<file path="src/hdl/sie_cfg.svh">
// Constants of the SCSI I/O instruction executor
`ifndef SIE_CFG_SVH
`define SIE_CFG_SVH

`define SIE_CLK_MHZ        40
`define SIE_BUS_FREE_NS    800
`define SIE_BUS_FREE_CYC   ((`SIE_BUS_FREE_NS * `SIE_CLK_MHZ + 999) / 1000)

`define SIE_CLASS_HI       31
`define SIE_CLASS_LO       30
`define SIE_CLASS_IO       2'h1
`define SIE_OPC_HI         29
`define SIE_OPC_LO         27
`define SIE_OPC_SEL        3'h0
`define SIE_OPC_DISC       3'h1
`define SIE_OPC_WAIT       3'h2
`define SIE_OPC_SET        3'h3
`define SIE_OPC_CLR        3'h4
`define SIE_OPC_IO_MAX     3'h4
`define SIE_REL_BIT        26
`define SIE_TBL_BIT        25
`define SIE_SATN_BIT       24
`define SIE_DID_HI         19
`define SIE_DID_LO         16
`define SIE_OFS_HI         23
`define SIE_CARRY_BIT      10
`define SIE_TGT_BIT        9
`define SIE_ACK_BIT        6
`define SIE_ATN_BIT        3

`define SIE_REG_CTRL       8'h00
`define SIE_REG_STAT       8'h04
`define SIE_REG_OWNID      8'h08
`define SIE_REG_DSA        8'h0C
`define SIE_REG_INTERRUPT_STATUS_REG      8'h10
`define SIE_CTRL_TGT       0
`define SIE_CTRL_LOOP      1
`define SIE_INTERRUPT_STATUS_REG_SIGNAL_PROCESS_BIT     0

`define SIE_RST_TGT        1'b0
`define SIE_RST_LOOP       1'b0
`define SIE_RST_CARRY      1'b0
`define SIE_RST_OWNID      4'h0
`define SIE_RST_DSA        32'h0000_0000

`endif

</file>
<file path="src/hdl/sie_pkg.sv">
// Types of the SCSI I/O instruction executor
package sie_pkg;

    typedef enum logic [2:0] {
        ST_IDLE  = 3'b000,
        ST_TABLE = 3'b001,
        ST_ARB   = 3'b010,
        ST_WAIT  = 3'b011,
        ST_WDISC = 3'b100
    } sie_state_t;

    typedef struct packed {
        logic [31:0] word0;
        logic [31:0] word1;
        logic [31:0] dsp;
    } sie_instr_t;

    typedef struct packed {
        logic [7:0] cfg;
        logic [7:0] id;
        logic [7:0] xfer;
        logic [7:0] zero;
    } sie_tbl_entry_t;

endpackage : sie_pkg

</file>
<file path="src/hdl/sie_io_exec.sv">
// SCSI I/O instruction executor with its control registers
// Operation
// - Opcodes 101-111 are not ours; ignored
// - Initiator opcodes: select, wait disconnect, wait reselect, set, clear
// - Target opcodes: reselect, disconnect, wait select, set, clear
// - Arbitrate with own ID, retry silently
// - Reselect won: fetch sequential address
// - Selected before winning: fetch alternate address
// - Select won: select target, fetch sequential
// - Select with attention asserts ATN
// - Attention bit elsewhere: illegal instruction
// - Disconnect releases outputs and direction controls
// - Wait select: selected sequential, reselected alternate
// - Host signal bit aborts wait, fetch alternate
// - Wait reselect: selected alternate, reselected sequential
// - Wait disconnect until bus free 800 ns
// - Bits 6 and 3 set/clear ACK, ATN latch
// - Latched ACK/ATN drive bus only initiator/loopback
// - Bit 9 sets or clears target role
// - Bit 10 sets or clears carry flag
// - Bit 26: alternate address is relative displacement
// - Bit 25: table fetch at base plus offset
// - Table longword: config, ID, offset/period, zero
// - Destination ID in bits 19-16
// - Second longword is the jump address
`timescale 1ns/1ps
`include "sie_cfg.svh"

module sie_io_exec
    import sie_pkg::*;
#(
    parameter int unsigned FREE_CYC = `SIE_BUS_FREE_CYC
)(
    input  wire logic           sys_clk_i,     // System clock, 40 MHz
    input  wire logic           rst_i,         // Async reset, high
    input  wire logic [7:0]     reg_addr_i,    // Register byte address
    input  wire logic [31:0]    reg_wdata_i,   // Register write data
    input  wire logic           reg_wr_i,      // Register write strobe
    input  wire logic           reg_rd_i,      // Register read strobe
    output logic [31:0]         reg_rdata_o,   // Read data, cycle after strobe
    input  wire logic           instr_valid_i, // Instruction offered
    input  wire sie_instr_t     instr_i,       // Both longwords and next pointer
    output logic                busy_o,        // Instruction in progress
    output logic                fetch_o,       // Next fetch request pulse
    output logic [31:0]         fetch_addr_o,  // Next fetch address
    output logic                illegal_o,     // Illegal instruction pulse
    output logic                tbl_req_o,     // Table fetch request level
    output logic [31:0]         tbl_addr_o,    // Table fetch address
    input  wire logic           tbl_valid_i,   // Table longword returned
    input  wire sie_tbl_entry_t tbl_data_i,    // Table longword
    output logic [7:0]          clk_cfg_o,     // Clock control byte from table
    output logic [7:0]          xfer_param_o,  // Offset/period byte from table
    output logic                arb_req_o,     // Arbitration request level
    output logic [3:0]          arb_id_o,      // Own bus ID for arbitration
    input  wire logic           arb_won_i,     // Arbitration won pulse
    input  wire logic           selected_i,    // We were selected
    input  wire logic           reselected_i,  // We were reselected
    input  wire logic           bsy_i,         // BSY on bus
    input  wire logic           sel_i,         // SEL on bus
    output logic                sel_go_o,      // Start (re)selection pulse
    output logic                sel_resel_o,   // Selection is a reselect
    output logic [3:0]          dest_id_o,     // Destination ID
    output logic                drv_en_o,      // Bus direction controls
    output logic                ack_o,         // ACK driven on bus
    output logic                atn_o,         // ATN driven on bus
    output logic                carry_o,       // Carry flag
    output logic                target_o       // Target role bit
);
    sie_state_t  state_r, state_nxt;
    sie_instr_t  ins_r;
    logic [31:0] alt_r, tbl_addr_r, fetch_addr_r, dsa_r, rdata_r;
    logic [7:0]  clk_cfg_r, xfer_r;
    logic [3:0]  own_id_r, dest_r;
    logic        tmode_r, target_r, loop_r, carry_r, signal_process_bit_r, ack_l_r, atn_l_r;
    logic        drv_en_r, ack_r, atn_r, fetch_r, illegal_r, sel_go_r, busy_r;
    logic        arb_req_r, tbl_req_r;
    logic        bus_free;

    // Register port decode
    wire wr_ctrl  = reg_wr_i && (reg_addr_i == `SIE_REG_CTRL);
    wire wr_ownid = reg_wr_i && (reg_addr_i == `SIE_REG_OWNID);
    wire wr_dsa   = reg_wr_i && (reg_addr_i == `SIE_REG_DSA);
    wire wr_interrupt_status_reg = reg_wr_i && (reg_addr_i == `SIE_REG_INTERRUPT_STATUS_REG);
    wire [31:0] stat_w = {25'h0, state_r, atn_l_r, ack_l_r, carry_r, busy_r};
    wire [31:0] rd_mux =
        (reg_addr_i == `SIE_REG_CTRL)  ? {30'h0, loop_r, target_r} :
        (reg_addr_i == `SIE_REG_STAT)  ? stat_w :
        (reg_addr_i == `SIE_REG_OWNID) ? {28'h0, own_id_r} :
        (reg_addr_i == `SIE_REG_DSA)   ? dsa_r :
        (reg_addr_i == `SIE_REG_INTERRUPT_STATUS_REG) ? {31'h0, signal_process_bit_r} : 32'h0;
    wire [31:0] rdata_nxt = reg_rd_i ? rd_mux : 32'h0;

    // Incoming instruction decode
    wire [31:0] w0      = instr_i.word0;
    wire [31:0] w1      = instr_i.word1;
    wire [2:0]  in_opc  = w0[`SIE_OPC_HI:`SIE_OPC_LO];
    wire        in_io   = (w0[`SIE_CLASS_HI:`SIE_CLASS_LO] == `SIE_CLASS_IO)
                          && (in_opc <= `SIE_OPC_IO_MAX);
    wire        take    = (state_r == ST_IDLE) && instr_valid_i && in_io;
    // Select exists only in initiator role; opcode 000 is reselect otherwise
    wire        in_isel = !target_r && (in_opc == `SIE_OPC_SEL);
    wire        bad     = take && w0[`SIE_SATN_BIT] && !in_isel;
    wire        go      = take && !bad;
    wire        go_set  = go && (in_opc == `SIE_OPC_SET);
    wire        go_clr  = go && (in_opc == `SIE_OPC_CLR);
    wire        go_disc = go && target_r && (in_opc == `SIE_OPC_DISC);
    wire        go_wdis = go && !target_r && (in_opc == `SIE_OPC_DISC);
    wire        go_arb  = go && (in_opc == `SIE_OPC_SEL);
    wire        go_wait = go && (in_opc == `SIE_OPC_WAIT);
    wire        in_tbl  = w0[`SIE_TBL_BIT];
    wire [31:0] in_jofs = {{8{w1[`SIE_OFS_HI]}}, w1[`SIE_OFS_HI:0]};
    wire [31:0] in_tofs = {{8{w0[`SIE_OFS_HI]}}, w0[`SIE_OFS_HI:0]};
    wire [31:0] in_rel  = instr_i.dsp + in_jofs;
    wire [31:0] in_alt  = w0[`SIE_REL_BIT] ? in_rel : w1;
    wire [31:0] in_tadr = dsa_r + in_tofs;

    // Progress of a pending instruction
    wire ins_sel   = (ins_r.word0[`SIE_OPC_HI:`SIE_OPC_LO] == `SIE_OPC_SEL);
    wire bus_hit   = selected_i || reselected_i;
    // Being picked by another device beats a win seen in the same cycle
    wire arb_alt   = (state_r == ST_ARB) && bus_hit;
    wire arb_done  = (state_r == ST_ARB) && arb_won_i && !bus_hit;
    wire wait_seq  = (state_r == ST_WAIT) &&
                     (tmode_r ? selected_i : (reselected_i && !selected_i));
    wire wait_alt  = (state_r == ST_WAIT) && !wait_seq && (bus_hit || signal_process_bit_r);
    wire signal_process_bit_use  = wait_alt && !bus_hit;
    wire wdis_done = (state_r == ST_WDISC) && bus_free;
    wire tbl_done  = (state_r == ST_TABLE) && tbl_valid_i;
    wire imm       = go_set || go_clr || go_disc;
    wire to_alt    = arb_alt || wait_alt;
    wire fetch_nxt = imm || arb_done || to_alt || wait_seq || wdis_done;
    wire [31:0] faddr_nxt = to_alt ? alt_r : (imm ? instr_i.dsp : ins_r.dsp);
    wire set_atn_sel = arb_done && ins_sel && !tmode_r && ins_r.word0[`SIE_SATN_BIT];

    always_comb begin
        state_nxt = state_r;
        unique case (state_r)
            ST_IDLE: begin
                if (go_arb || go_wait) begin
                    state_nxt = in_tbl ? ST_TABLE : (go_arb ? ST_ARB : ST_WAIT);
                end else if (go_wdis) begin
                    state_nxt = ST_WDISC;
                end
            end
            ST_TABLE: begin
                if (tbl_done) begin
                    state_nxt = ins_sel ? ST_ARB : ST_WAIT;
                end
            end
            ST_ARB: begin
                if (arb_done || arb_alt) begin
                    state_nxt = ST_IDLE;
                end
            end
            ST_WAIT: begin
                if (wait_seq || wait_alt) begin
                    state_nxt = ST_IDLE;
                end
            end
            ST_WDISC: begin
                if (wdis_done) begin
                    state_nxt = ST_IDLE;
                end
            end
            default: state_nxt = ST_IDLE;
        endcase
    end

    // Control bits; an instruction wins over a software write in the same cycle
    wire set_b = go_set;
    wire clr_b = go_clr;
    wire ack_l_nxt  = (set_b && w0[`SIE_ACK_BIT]) ? 1'b1 :
                      ((clr_b && w0[`SIE_ACK_BIT]) || go_disc) ? 1'b0 : ack_l_r;
    wire atn_l_nxt  = ((set_b && w0[`SIE_ATN_BIT]) || set_atn_sel) ? 1'b1 :
                      ((clr_b && w0[`SIE_ATN_BIT]) || go_disc) ? 1'b0 : atn_l_r;
    wire target_nxt = (set_b && w0[`SIE_TGT_BIT]) ? 1'b1 :
                      (clr_b && w0[`SIE_TGT_BIT]) ? 1'b0 :
                      wr_ctrl ? reg_wdata_i[`SIE_CTRL_TGT] : target_r;
    wire carry_nxt  = (set_b && w0[`SIE_CARRY_BIT]) ? 1'b1 :
                      (clr_b && w0[`SIE_CARRY_BIT]) ? 1'b0 : carry_r;
    wire loop_nxt   = wr_ctrl ? reg_wdata_i[`SIE_CTRL_LOOP] : loop_r;
    // Host write of one wins over the abort consuming the bit
    wire signal_process_bit_nxt   = wr_interrupt_status_reg ? reg_wdata_i[`SIE_INTERRUPT_STATUS_REG_SIGNAL_PROCESS_BIT] : (signal_process_bit_use ? 1'b0 : signal_process_bit_r);
    wire drv_en_nxt = go_disc ? 1'b0 : (arb_done ? 1'b1 : drv_en_r);
    // Initiator signals reach the bus only as initiator or in loopback
    wire gate_nxt   = !target_nxt || loop_nxt;

    always_ff @(posedge sys_clk_i or posedge rst_i) begin
        if (rst_i) begin
            state_r   <= ST_IDLE;
            target_r  <= `SIE_RST_TGT;
            loop_r    <= `SIE_RST_LOOP;
            carry_r   <= `SIE_RST_CARRY;
            own_id_r  <= `SIE_RST_OWNID;
            dsa_r     <= `SIE_RST_DSA;
            signal_process_bit_r    <= 1'b0;
            ack_l_r   <= 1'b0;
            atn_l_r   <= 1'b0;
            ack_r     <= 1'b0;
            atn_r     <= 1'b0;
            drv_en_r  <= 1'b0;
            rdata_r   <= 32'h0;
        end else begin
            state_r   <= state_nxt;
            target_r  <= target_nxt;
            loop_r    <= loop_nxt;
            carry_r   <= carry_nxt;
            own_id_r  <= wr_ownid ? reg_wdata_i[3:0] : own_id_r;
            dsa_r     <= wr_dsa ? reg_wdata_i : dsa_r;
            signal_process_bit_r    <= signal_process_bit_nxt;
            ack_l_r   <= ack_l_nxt;
            atn_l_r   <= atn_l_nxt;
            ack_r     <= ack_l_nxt && gate_nxt;
            atn_r     <= atn_l_nxt && gate_nxt;
            drv_en_r  <= drv_en_nxt;
            rdata_r   <= rdata_nxt;
        end
    end

    always_ff @(posedge sys_clk_i or posedge rst_i) begin
        if (rst_i) begin
            ins_r        <= '0;
            alt_r        <= 32'h0;
            tmode_r      <= 1'b0;
            tbl_addr_r   <= 32'h0;
            dest_r       <= 4'h0;
            clk_cfg_r    <= 8'h00;
            xfer_r       <= 8'h00;
        end else if (go) begin
            ins_r        <= instr_i;
            alt_r        <= in_alt;
            tmode_r      <= target_r;
            tbl_addr_r   <= in_tadr;
            dest_r       <= w0[`SIE_DID_HI:`SIE_DID_LO];
        end else if (tbl_done) begin
            dest_r       <= tbl_data_i.id[3:0];
            clk_cfg_r    <= tbl_data_i.cfg;
            xfer_r       <= tbl_data_i.xfer;
        end
    end

    always_ff @(posedge sys_clk_i or posedge rst_i) begin
        if (rst_i) begin
            fetch_r      <= 1'b0;
            fetch_addr_r <= 32'h0;
            illegal_r    <= 1'b0;
            sel_go_r     <= 1'b0;
            busy_r       <= 1'b0;
            arb_req_r    <= 1'b0;
            tbl_req_r    <= 1'b0;
        end else begin
            fetch_r      <= fetch_nxt;
            fetch_addr_r <= fetch_nxt ? faddr_nxt : fetch_addr_r;
            illegal_r    <= bad;
            sel_go_r     <= arb_done;
            busy_r       <= (state_nxt != ST_IDLE);
            arb_req_r    <= (state_nxt == ST_ARB);
            tbl_req_r    <= (state_nxt == ST_TABLE);
        end
    end

    sie_bus_free #(
        .FREE_CYC (FREE_CYC)
    ) u_bus_free (
        .sys_clk_i (sys_clk_i),
        .rst_i     (rst_i),
        .en_i      (state_r == ST_WDISC),
        .bsy_i     (bsy_i),
        .sel_i     (sel_i),
        .free_o    (bus_free)
    );

    assign reg_rdata_o  = rdata_r;
    assign busy_o       = busy_r;
    assign fetch_o      = fetch_r;
    assign fetch_addr_o = fetch_addr_r;
    assign illegal_o    = illegal_r;
    assign tbl_req_o    = tbl_req_r;
    assign tbl_addr_o   = tbl_addr_r;
    assign clk_cfg_o    = clk_cfg_r;
    assign xfer_param_o = xfer_r;
    assign arb_req_o    = arb_req_r;
    assign arb_id_o     = own_id_r;
    assign sel_go_o     = sel_go_r;
    assign sel_resel_o  = tmode_r;
    assign dest_id_o    = dest_r;
    assign drv_en_o     = drv_en_r;
    assign ack_o        = ack_r;
    assign atn_o        = atn_r;
    assign carry_o      = carry_r;
    assign target_o     = target_r;

    a_rw_ignored: assert property (@(posedge sys_clk_i) disable iff (rst_i)
        (state_r == ST_IDLE && instr_valid_i && in_opc > `SIE_OPC_IO_MAX)
        |=> !busy_o && !fetch_o && !illegal_o)
        else $error("read/write opcode was executed");
    a_sel_start: assert property (@(posedge sys_clk_i) disable iff (rst_i)
        (go_arb && !in_tbl && !target_r) |=> arb_req_o && !sel_resel_o)
        else $error("select did not start arbitration");
    a_resel_start: assert property (@(posedge sys_clk_i) disable iff (rst_i)
        (go_arb && !in_tbl && target_r) |=> arb_req_o && sel_resel_o)
        else $error("reselect did not start arbitration");
    a_arb_retry: assert property (@(posedge sys_clk_i) disable iff (rst_i)
        (state_r == ST_ARB && !arb_won_i && !bus_hit) |=> arb_req_o && !fetch_o && !illegal_o)
        else $error("arbitration dropped without outcome");
    a_arb_win_seq: assert property (@(posedge sys_clk_i) disable iff (rst_i)
        arb_done |=> sel_go_o && fetch_o && fetch_addr_o == ins_r.dsp && !arb_req_o)
        else $error("won arbitration without sequential fetch");
    a_arb_lost_alt: assert property (@(posedge sys_clk_i) disable iff (rst_i)
        arb_alt |=> fetch_o && fetch_addr_o == alt_r && !sel_go_o)
        else $error("selected during arbitration without alternate fetch");
    a_sel_atn: assert property (@(posedge sys_clk_i) disable iff (rst_i)
        set_atn_sel |=> atn_l_r ##0 atn_o)
        else $error("select with attention left ATN off");
    a_bad_satn: assert property (@(posedge sys_clk_i) disable iff (rst_i)
        bad |=> illegal_o && !fetch_o && !busy_o)
        else $error("attention bit outside select not flagged");
    a_disc_release: assert property (@(posedge sys_clk_i) disable iff (rst_i)
        go_disc |=> !drv_en_o && !ack_o && !atn_o && fetch_o)
        else $error("disconnect left outputs driven");
    a_wait_route: assert property (@(posedge sys_clk_i) disable iff (rst_i)
        (state_r == ST_WAIT && tmode_r && reselected_i && !selected_i)
        |=> fetch_o && fetch_addr_o == alt_r)
        else $error("wait select reselected without alternate fetch");
    a_signal_process_bit_abort: assert property (@(posedge sys_clk_i) disable iff (rst_i)
        signal_process_bit_use |=> fetch_o && fetch_addr_o == alt_r && !busy_o)
        else $error("signal bit did not abort the wait");
    a_wdis_stall: assert property (@(posedge sys_clk_i) disable iff (rst_i)
        (state_r == ST_WDISC && !bus_free && (bsy_i || sel_i)) |=> !fetch_o ##1 !fetch_o)
        else $error("wait disconnect ended with bus busy");
    a_ack_latch: assert property (@(posedge sys_clk_i) disable iff (rst_i)
        (go_set && w0[`SIE_ACK_BIT]) |=> ack_l_r)
        else $error("set did not latch ACK");
    a_tgt_gate: assert property (@(posedge sys_clk_i) disable iff (rst_i)
        (target_r && !loop_r) |-> !ack_o && !atn_o)
        else $error("initiator signal driven in target role");
    a_tgt_bit: assert property (@(posedge sys_clk_i) disable iff (rst_i)
        (go_clr && w0[`SIE_TGT_BIT]) |=> !target_o)
        else $error("clear did not drop target role");
    a_rel_alt: assert property (@(posedge sys_clk_i) disable iff (rst_i)
        (go && w0[`SIE_REL_BIT]) |=> alt_r == $past(in_rel))
        else $error("relative alternate address wrong");
endmodule : sie_io_exec

</file>
<file path="src/hdl/sie_bus_free.sv">
// Bus free detector: BSY and SEL both inactive for the bus free delay
`timescale 1ns/1ps
`include "sie_cfg.svh"

module sie_bus_free #(
    parameter int unsigned FREE_CYC = `SIE_BUS_FREE_CYC
)(
    input  wire logic sys_clk_i,   // System clock
    input  wire logic rst_i,       // Async reset, high
    input  wire logic en_i,        // Measure while high
    input  wire logic bsy_i,       // BSY seen on bus
    input  wire logic sel_i,       // SEL seen on bus
    output logic      free_o       // Bus free reached
);
    localparam int unsigned    CW  = $clog2(FREE_CYC + 1);
    localparam logic [CW-1:0]  TOP = CW'(FREE_CYC);

    logic [CW-1:0] cnt_r;
    wire           quiet   = en_i && !bsy_i && !sel_i;
    wire [CW-1:0]  cnt_inc = cnt_r + CW'(1);
    // Any activity restarts the quiet interval
    wire [CW-1:0]  cnt_nxt = !quiet ? '0 : ((cnt_r == TOP) ? TOP : cnt_inc);

    always_ff @(posedge sys_clk_i or posedge rst_i) begin
        if (rst_i) begin
            cnt_r  <= '0;
            free_o <= 1'b0;
        end else begin
            cnt_r  <= cnt_nxt;
            free_o <= quiet && (cnt_nxt == TOP);
        end
    end
endmodule : sie_bus_free

</file>
<file path="config.mk">
export PLATFORM = sky130hd
export DESIGN_NAME = sie_io_exec
export DESIGN_NICKNAME = d
export VERILOG_FILES = /design/src/hdl/sie_pkg.sv /design/src/hdl/sie_io_exec.sv /design/src/hdl/sie_bus_free.sv
export VERILOG_INCLUDE_DIRS = /design/src /design/src/hdl
export SDC_FILE = /design/constraint.sdc
export NUM_CORES = 1
export LEC_CHECK = 0
export ABC_CLOCK_PERIOD_IN_PS = 19900
export BUFFER_PORTS_ARGS = -buffer_cell sky130_fd_sc_hd__buf_2
export CAP_MARGIN = 20
export CORE_MARGIN = 3
export CORE_UTILIZATION = 40
export DETAILED_ROUTE_END_ITERATION = 8
export GPL_TIMING_DRIVEN = 0
export PLACE_DENSITY_LB_ADDON = 0.05
export SYNTH_ARGS = -nofsm -noshare
export SYNTH_HDL_FRONTEND = slang
export SYNTH_HIERARCHICAL = 1
export SYNTH_SLANG_ARGS = --single-unit
</file>
<file path="constraint.sdc">
create_clock -name sys_clk_i -period 19.9 [get_ports sys_clk_i]
set_input_delay 3.98 -clock sys_clk_i [delete_from_list [all_inputs] [get_ports sys_clk_i]]
set_output_delay 3.98 -clock sys_clk_i [all_outputs]
set_load 0.01 [all_outputs]
</file>
==> load_flow_metrics.sql <==
INSERT INTO impl_metrics (metric_group, metric, value, unit) VALUES
('cells_and_area', 'final_cell_mix', 'sky130_fd_sc_hd__buf_2 (303), sky130_fd_sc_hd__nand2_1 (282), sky130_fd_sc_hd__dfrtp_1 (246)', ''),
('drt', 'drt-pass1-iter-count', '5', ''),
('logic_synthesis', 'syn_area_per_cell', '9.34', 'um2'),
('clock_tree', 'clkSinkCount', '246', ''),
('sta', 'grt_setup_unrepaired', 'false', ''),
('die', 'coreArea', '32900', 'um2'),
('die', 'num_rows', '66', ''),
('cells_and_area', 'fin_nets', '2014', ''),
('grt', 'globalRoute.totalOverflow', '0', ''),
('cells_and_area', 'final.fill_count', '3237', ''),
('die', 'die_w', '189', 'um'),
('placement', 'finalWeightedCongestion', '0.919', ''),
('worst_setup_path', 'critical_path_end_type', 'register', ''),
('clock_tree', 'clock_path_buffers', '3', ''),
('clock_tree', 'clk_transition_reported_paths', '0.06', 'ns'),
('clock_tree', 'clock_latency_on_the_worst_skew_pair', '0.55', 'ns'),
('sta', 'finalSetupViolCount', '0', ''),
('logic_synthesis', 'async_flop_share', '100', '%'),
('sta', 'slew_viol_final', '0', ''),
('grt', 'first_global_vias', '11894', ''),
('clock_tree', 'cts_buffers', '29', ''),
('logic_synthesis', 'synth_seq_cells', '246', ''),
('outcome', 'run_status', 'finished clean', ''),
('clock_tree', 'postCtsHoldBufs', '0', ''),
('drt', 'route.detailed.vias_per_inst', '5.20', ''),
('drt', 'total_routed_wire_length_on_the_met1_layer', '18.1', 'mm'),
('cells_and_area', 'flow.area_growth_from_synthesis', '22.8', '%'),
('logic_synthesis', 'yosys.area.top_type_share', '45.8', '%'),
('worst_setup_path', 'criticalPathCategory', 'in2reg', ''),
('clock_tree', 'cts.htree.levels', '1', ''),
('sta', 'final_critical_delay_including_setup_and_external_delays', '6.46', 'ns'),
('sta', 'max-slew-margin-rel', '27.8', '%'),
('logic_synthesis', 'total_number_of_yosys_warnings', '6', ''),
('drt', 'drtAntennaViolNets', '0', ''),
('run', 'max_cap_violations', '0', ''),
('logic_synthesis', 'postSynthNetCount', '1685', ''),
('worst_setup_path', 'data_arrival_time_of_the_worst_path', '6.95', 'ns'),
('sta', 'tightest_slew', '1.08', 'ns'),
('logic_synthesis', 'netlist-cell-type-count', '67', ''),
('sta', 'whs', '0.469', 'ns'),
('clock_tree', 'post_cts.repair.setup_buffers', '0', ''),
('drt', 'highest_layer', 'met5', ''),
('logic_synthesis', 'netlist_top_cells_area', 'sky130_fd_sc_hd__dfrtp_1 (46%), sky130_fd_sc_hd__nand2_1 (7.9%), sky130_fd_sc_hd__ha_1 (6.0%)', ''),
('placement', 'port_buffers', '295', ''),
('worst_setup_path', 'r2r.worst_path.cells', '8', ''),
('pwr', 'leakage_power_total', '8.39', 'nW'),
('drt', 'dr_total_vias', '11599', ''),
('die', 'die-area', '35900', 'um2'),
('sta', 'clock-skew-final', '0.0109', 'ns'),
('pwr', 'worst_ir_drop_vdd', '0.0653', 'mV'),
('pwr', 'power.density', '97.1', 'nW/um2'),
('grt', 'largest_net_degree_at_the_start_of_global_routing', '88', ''),
('sta', 'final_hold_viol_count', '0', ''),
('logic_synthesis', 'syn_inst', '1440', ''),
('drt', 'wl_met3', '2.85', 'mm'),
('die', 'dieHeight', '189', 'um'),
('drt', 'routed_wire_length_per_instance', '18.5', 'um'),
('die', 'initial_utilization', '40.9', '%'),
('logic_synthesis', 'synth_largest_area_cell', 'sky130_fd_sc_hd__dfrtp_1', ''),
('drt', 'detail_route.drc_violations', '0', ''),
('drt', 'wl_met2', '19.1', 'mm'),
('sta', 'fin_crit_sh', '32.5', '%'),
('logic_synthesis', 'synth_edf_count', '0', ''),
('grt', 'grt_pass1_wl', '65.0', 'mm'),
('cells_and_area', 'post_route_cells_drive_above_1_share', '23.8', '%'),
('logic_synthesis', 'post_synthesis_cell_area', '13400', 'um2'),
('placement', 'hpwlAfterDp', '31.5', 'mm'),
('logic_synthesis', 'ys_seq_area_share', '45.8', '%'),
('worst_hold_path', 'whs_path_depth', '2', ''),
('drt', 'drt-total-wl', '41.3', 'mm'),
('clock_tree', 'clockRootBuffer', 'sky130_fd_sc_hd__clkbuf_16', '');
-- sequential cells by signal (all words and copies together), names as in the netlist, 3 cells and up --
name	count
alt_r	32
arb_id_o	4
clk_cfg_o	8
dest_id_o	4
dsa_r	32
fetch_addr_o	32
ins_r	36
reg_rdata_o	32
state_r	3
tbl_addr_o	32
u_bus_free/cnt_r	6
xfer_param_o	8
-- layout make-up --
class | instances | area [um2] | area share [%]
Sequential cell | 246 | 6160 | 37.3
Antenna cell | 2 | 5.00 | 0.0303
Buffer | 73 | 297 | 1.80
Timing Repair Buffer | 298 | 1540 | 9.30
Tap cell | 442 | 553 | 3.35
Multi-Input combinational cell | 1090 | 6880 | 41.7
Clock buffer | 41 | 861 | 5.21
Inverter | 31 | 124 | 0.750
Clock inverter | 9 | 105 | 0.636
-- cells in the mapped netlist, types with 12 or more instances --
cell	number
sky130_fd_sc_hd__and3_1	18
sky130_fd_sc_hd__nor3_1	16
sky130_fd_sc_hd__a31oi_1	12
sky130_fd_sc_hd__and2_1	28
sky130_fd_sc_hd__o21ai_0	157
sky130_fd_sc_hd__mux2_2	56
sky130_fd_sc_hd__xnor2_1	27
sky130_fd_sc_hd__nand4_1	18
sky130_fd_sc_hd__a21oi_1	85
sky130_fd_sc_hd__dfrtp_1	246
sky130_fd_sc_hd__inv_1	31
sky130_fd_sc_hd__mux2i_1	46
sky130_fd_sc_hd__nand2_1	282
sky130_fd_sc_hd__nand3_1	20
sky130_fd_sc_hd__nor2b_1	12
sky130_fd_sc_hd__xor2_1	28
sky130_fd_sc_hd__a21o_1	27
sky130_fd_sc_hd__ha_1	64
sky130_fd_sc_hd__nor2_1	64
sky130_fd_sc_hd__clkbuf_1	58
-- kinds of logic after synthesis --
kind of cell / synth area share, %
adder cells (fa/ha/maj): 6.25
AND/OR/NAND/NOR: 16.5
buffers and inverters: 3.07
XOR/XNOR: 3.58
multiplexers: 8.28
AO/OA/AOI/OAI: 16.5
flip-flops: 45.8
-- per-stage QoR --
step                power [mW]  worst slack (ns)  cells  utilization (%)  cell area [um2]
global route              1.71             13.19   2231             50.2            16500
CTS                       1.63             13.50   2230             50.2            16500
detailed placement        1.08             12.95   2180             47.3            15500
floorplan                0.912              9.36   1440                -            13400
finish                    1.60             13.44   2232             50.2            16500
global placement          1.07              6.22   2177             47.1            15500
-- path summary, 6_finish.rpt --
check	startpoint	to	slack (ns)
worst min-delay path	fetch_addr_o[13]$_DFFE_PP0P_	fetch_addr_o[13]$_DFFE_PP0P_	0.47
max in group asynchronous	rst_i	reg_rdata_o[23]$_DFF_PP0_	15.23
worst max register to register	state_r[0]$_DFF_PP0_	alt_r[4]$_DFFE_PP0P_	16.67
min in group asynchronous	rst_i	u_bus_free/cnt_r[0]$_DFF_PP0_	3.41
worst max-delay path	instr_i[0]	alt_r[20]$_DFFE_PP0P_	13.44
worst min register to register	fetch_addr_o[13]$_DFFE_PP0P_	fetch_addr_o[13]$_DFFE_PP0P_	0.47
-- power breakdown --
group          internal [mW]  switching (mW)  leakage [nW]  total (mW)
Clock                  0.325           0.212         0.484       0.536
Combinational          0.167           0.226          4.69       0.393
Sequential             0.614          0.0613          3.22       0.675
Total                   1.11           0.499          8.39        1.60
-- critical path: stages --
cell                       delay [ns]
sky130_fd_sc_hd__buf_2           0.11
sky130_fd_sc_hd__ha_1            0.20
sky130_fd_sc_hd__inv_1           0.07
sky130_fd_sc_hd__fa_1            0.39
sky130_fd_sc_hd__nor2b_1         0.17
sky130_fd_sc_hd__o21a_1          0.15
sky130_fd_sc_hd__o21ai_1         0.12
sky130_fd_sc_hd__a211oi_1        0.50
sky130_fd_sc_hd__o21ai_1         0.23
sky130_fd_sc_hd__a21oi_1         0.33
sky130_fd_sc_hd__o221ai_1        0.21
sky130_fd_sc_hd__or4_1           0.42
sky130_fd_sc_hd__nand3_1         0.08
-- metal layers --
layer  GRT usage, %  up-vias
met3           5.22       69
met1           29.6     5488
met5              0        -
met2           38.0      325
li1               -     5715
met4           6.57        2
Power figures use the tool's default switching activity.
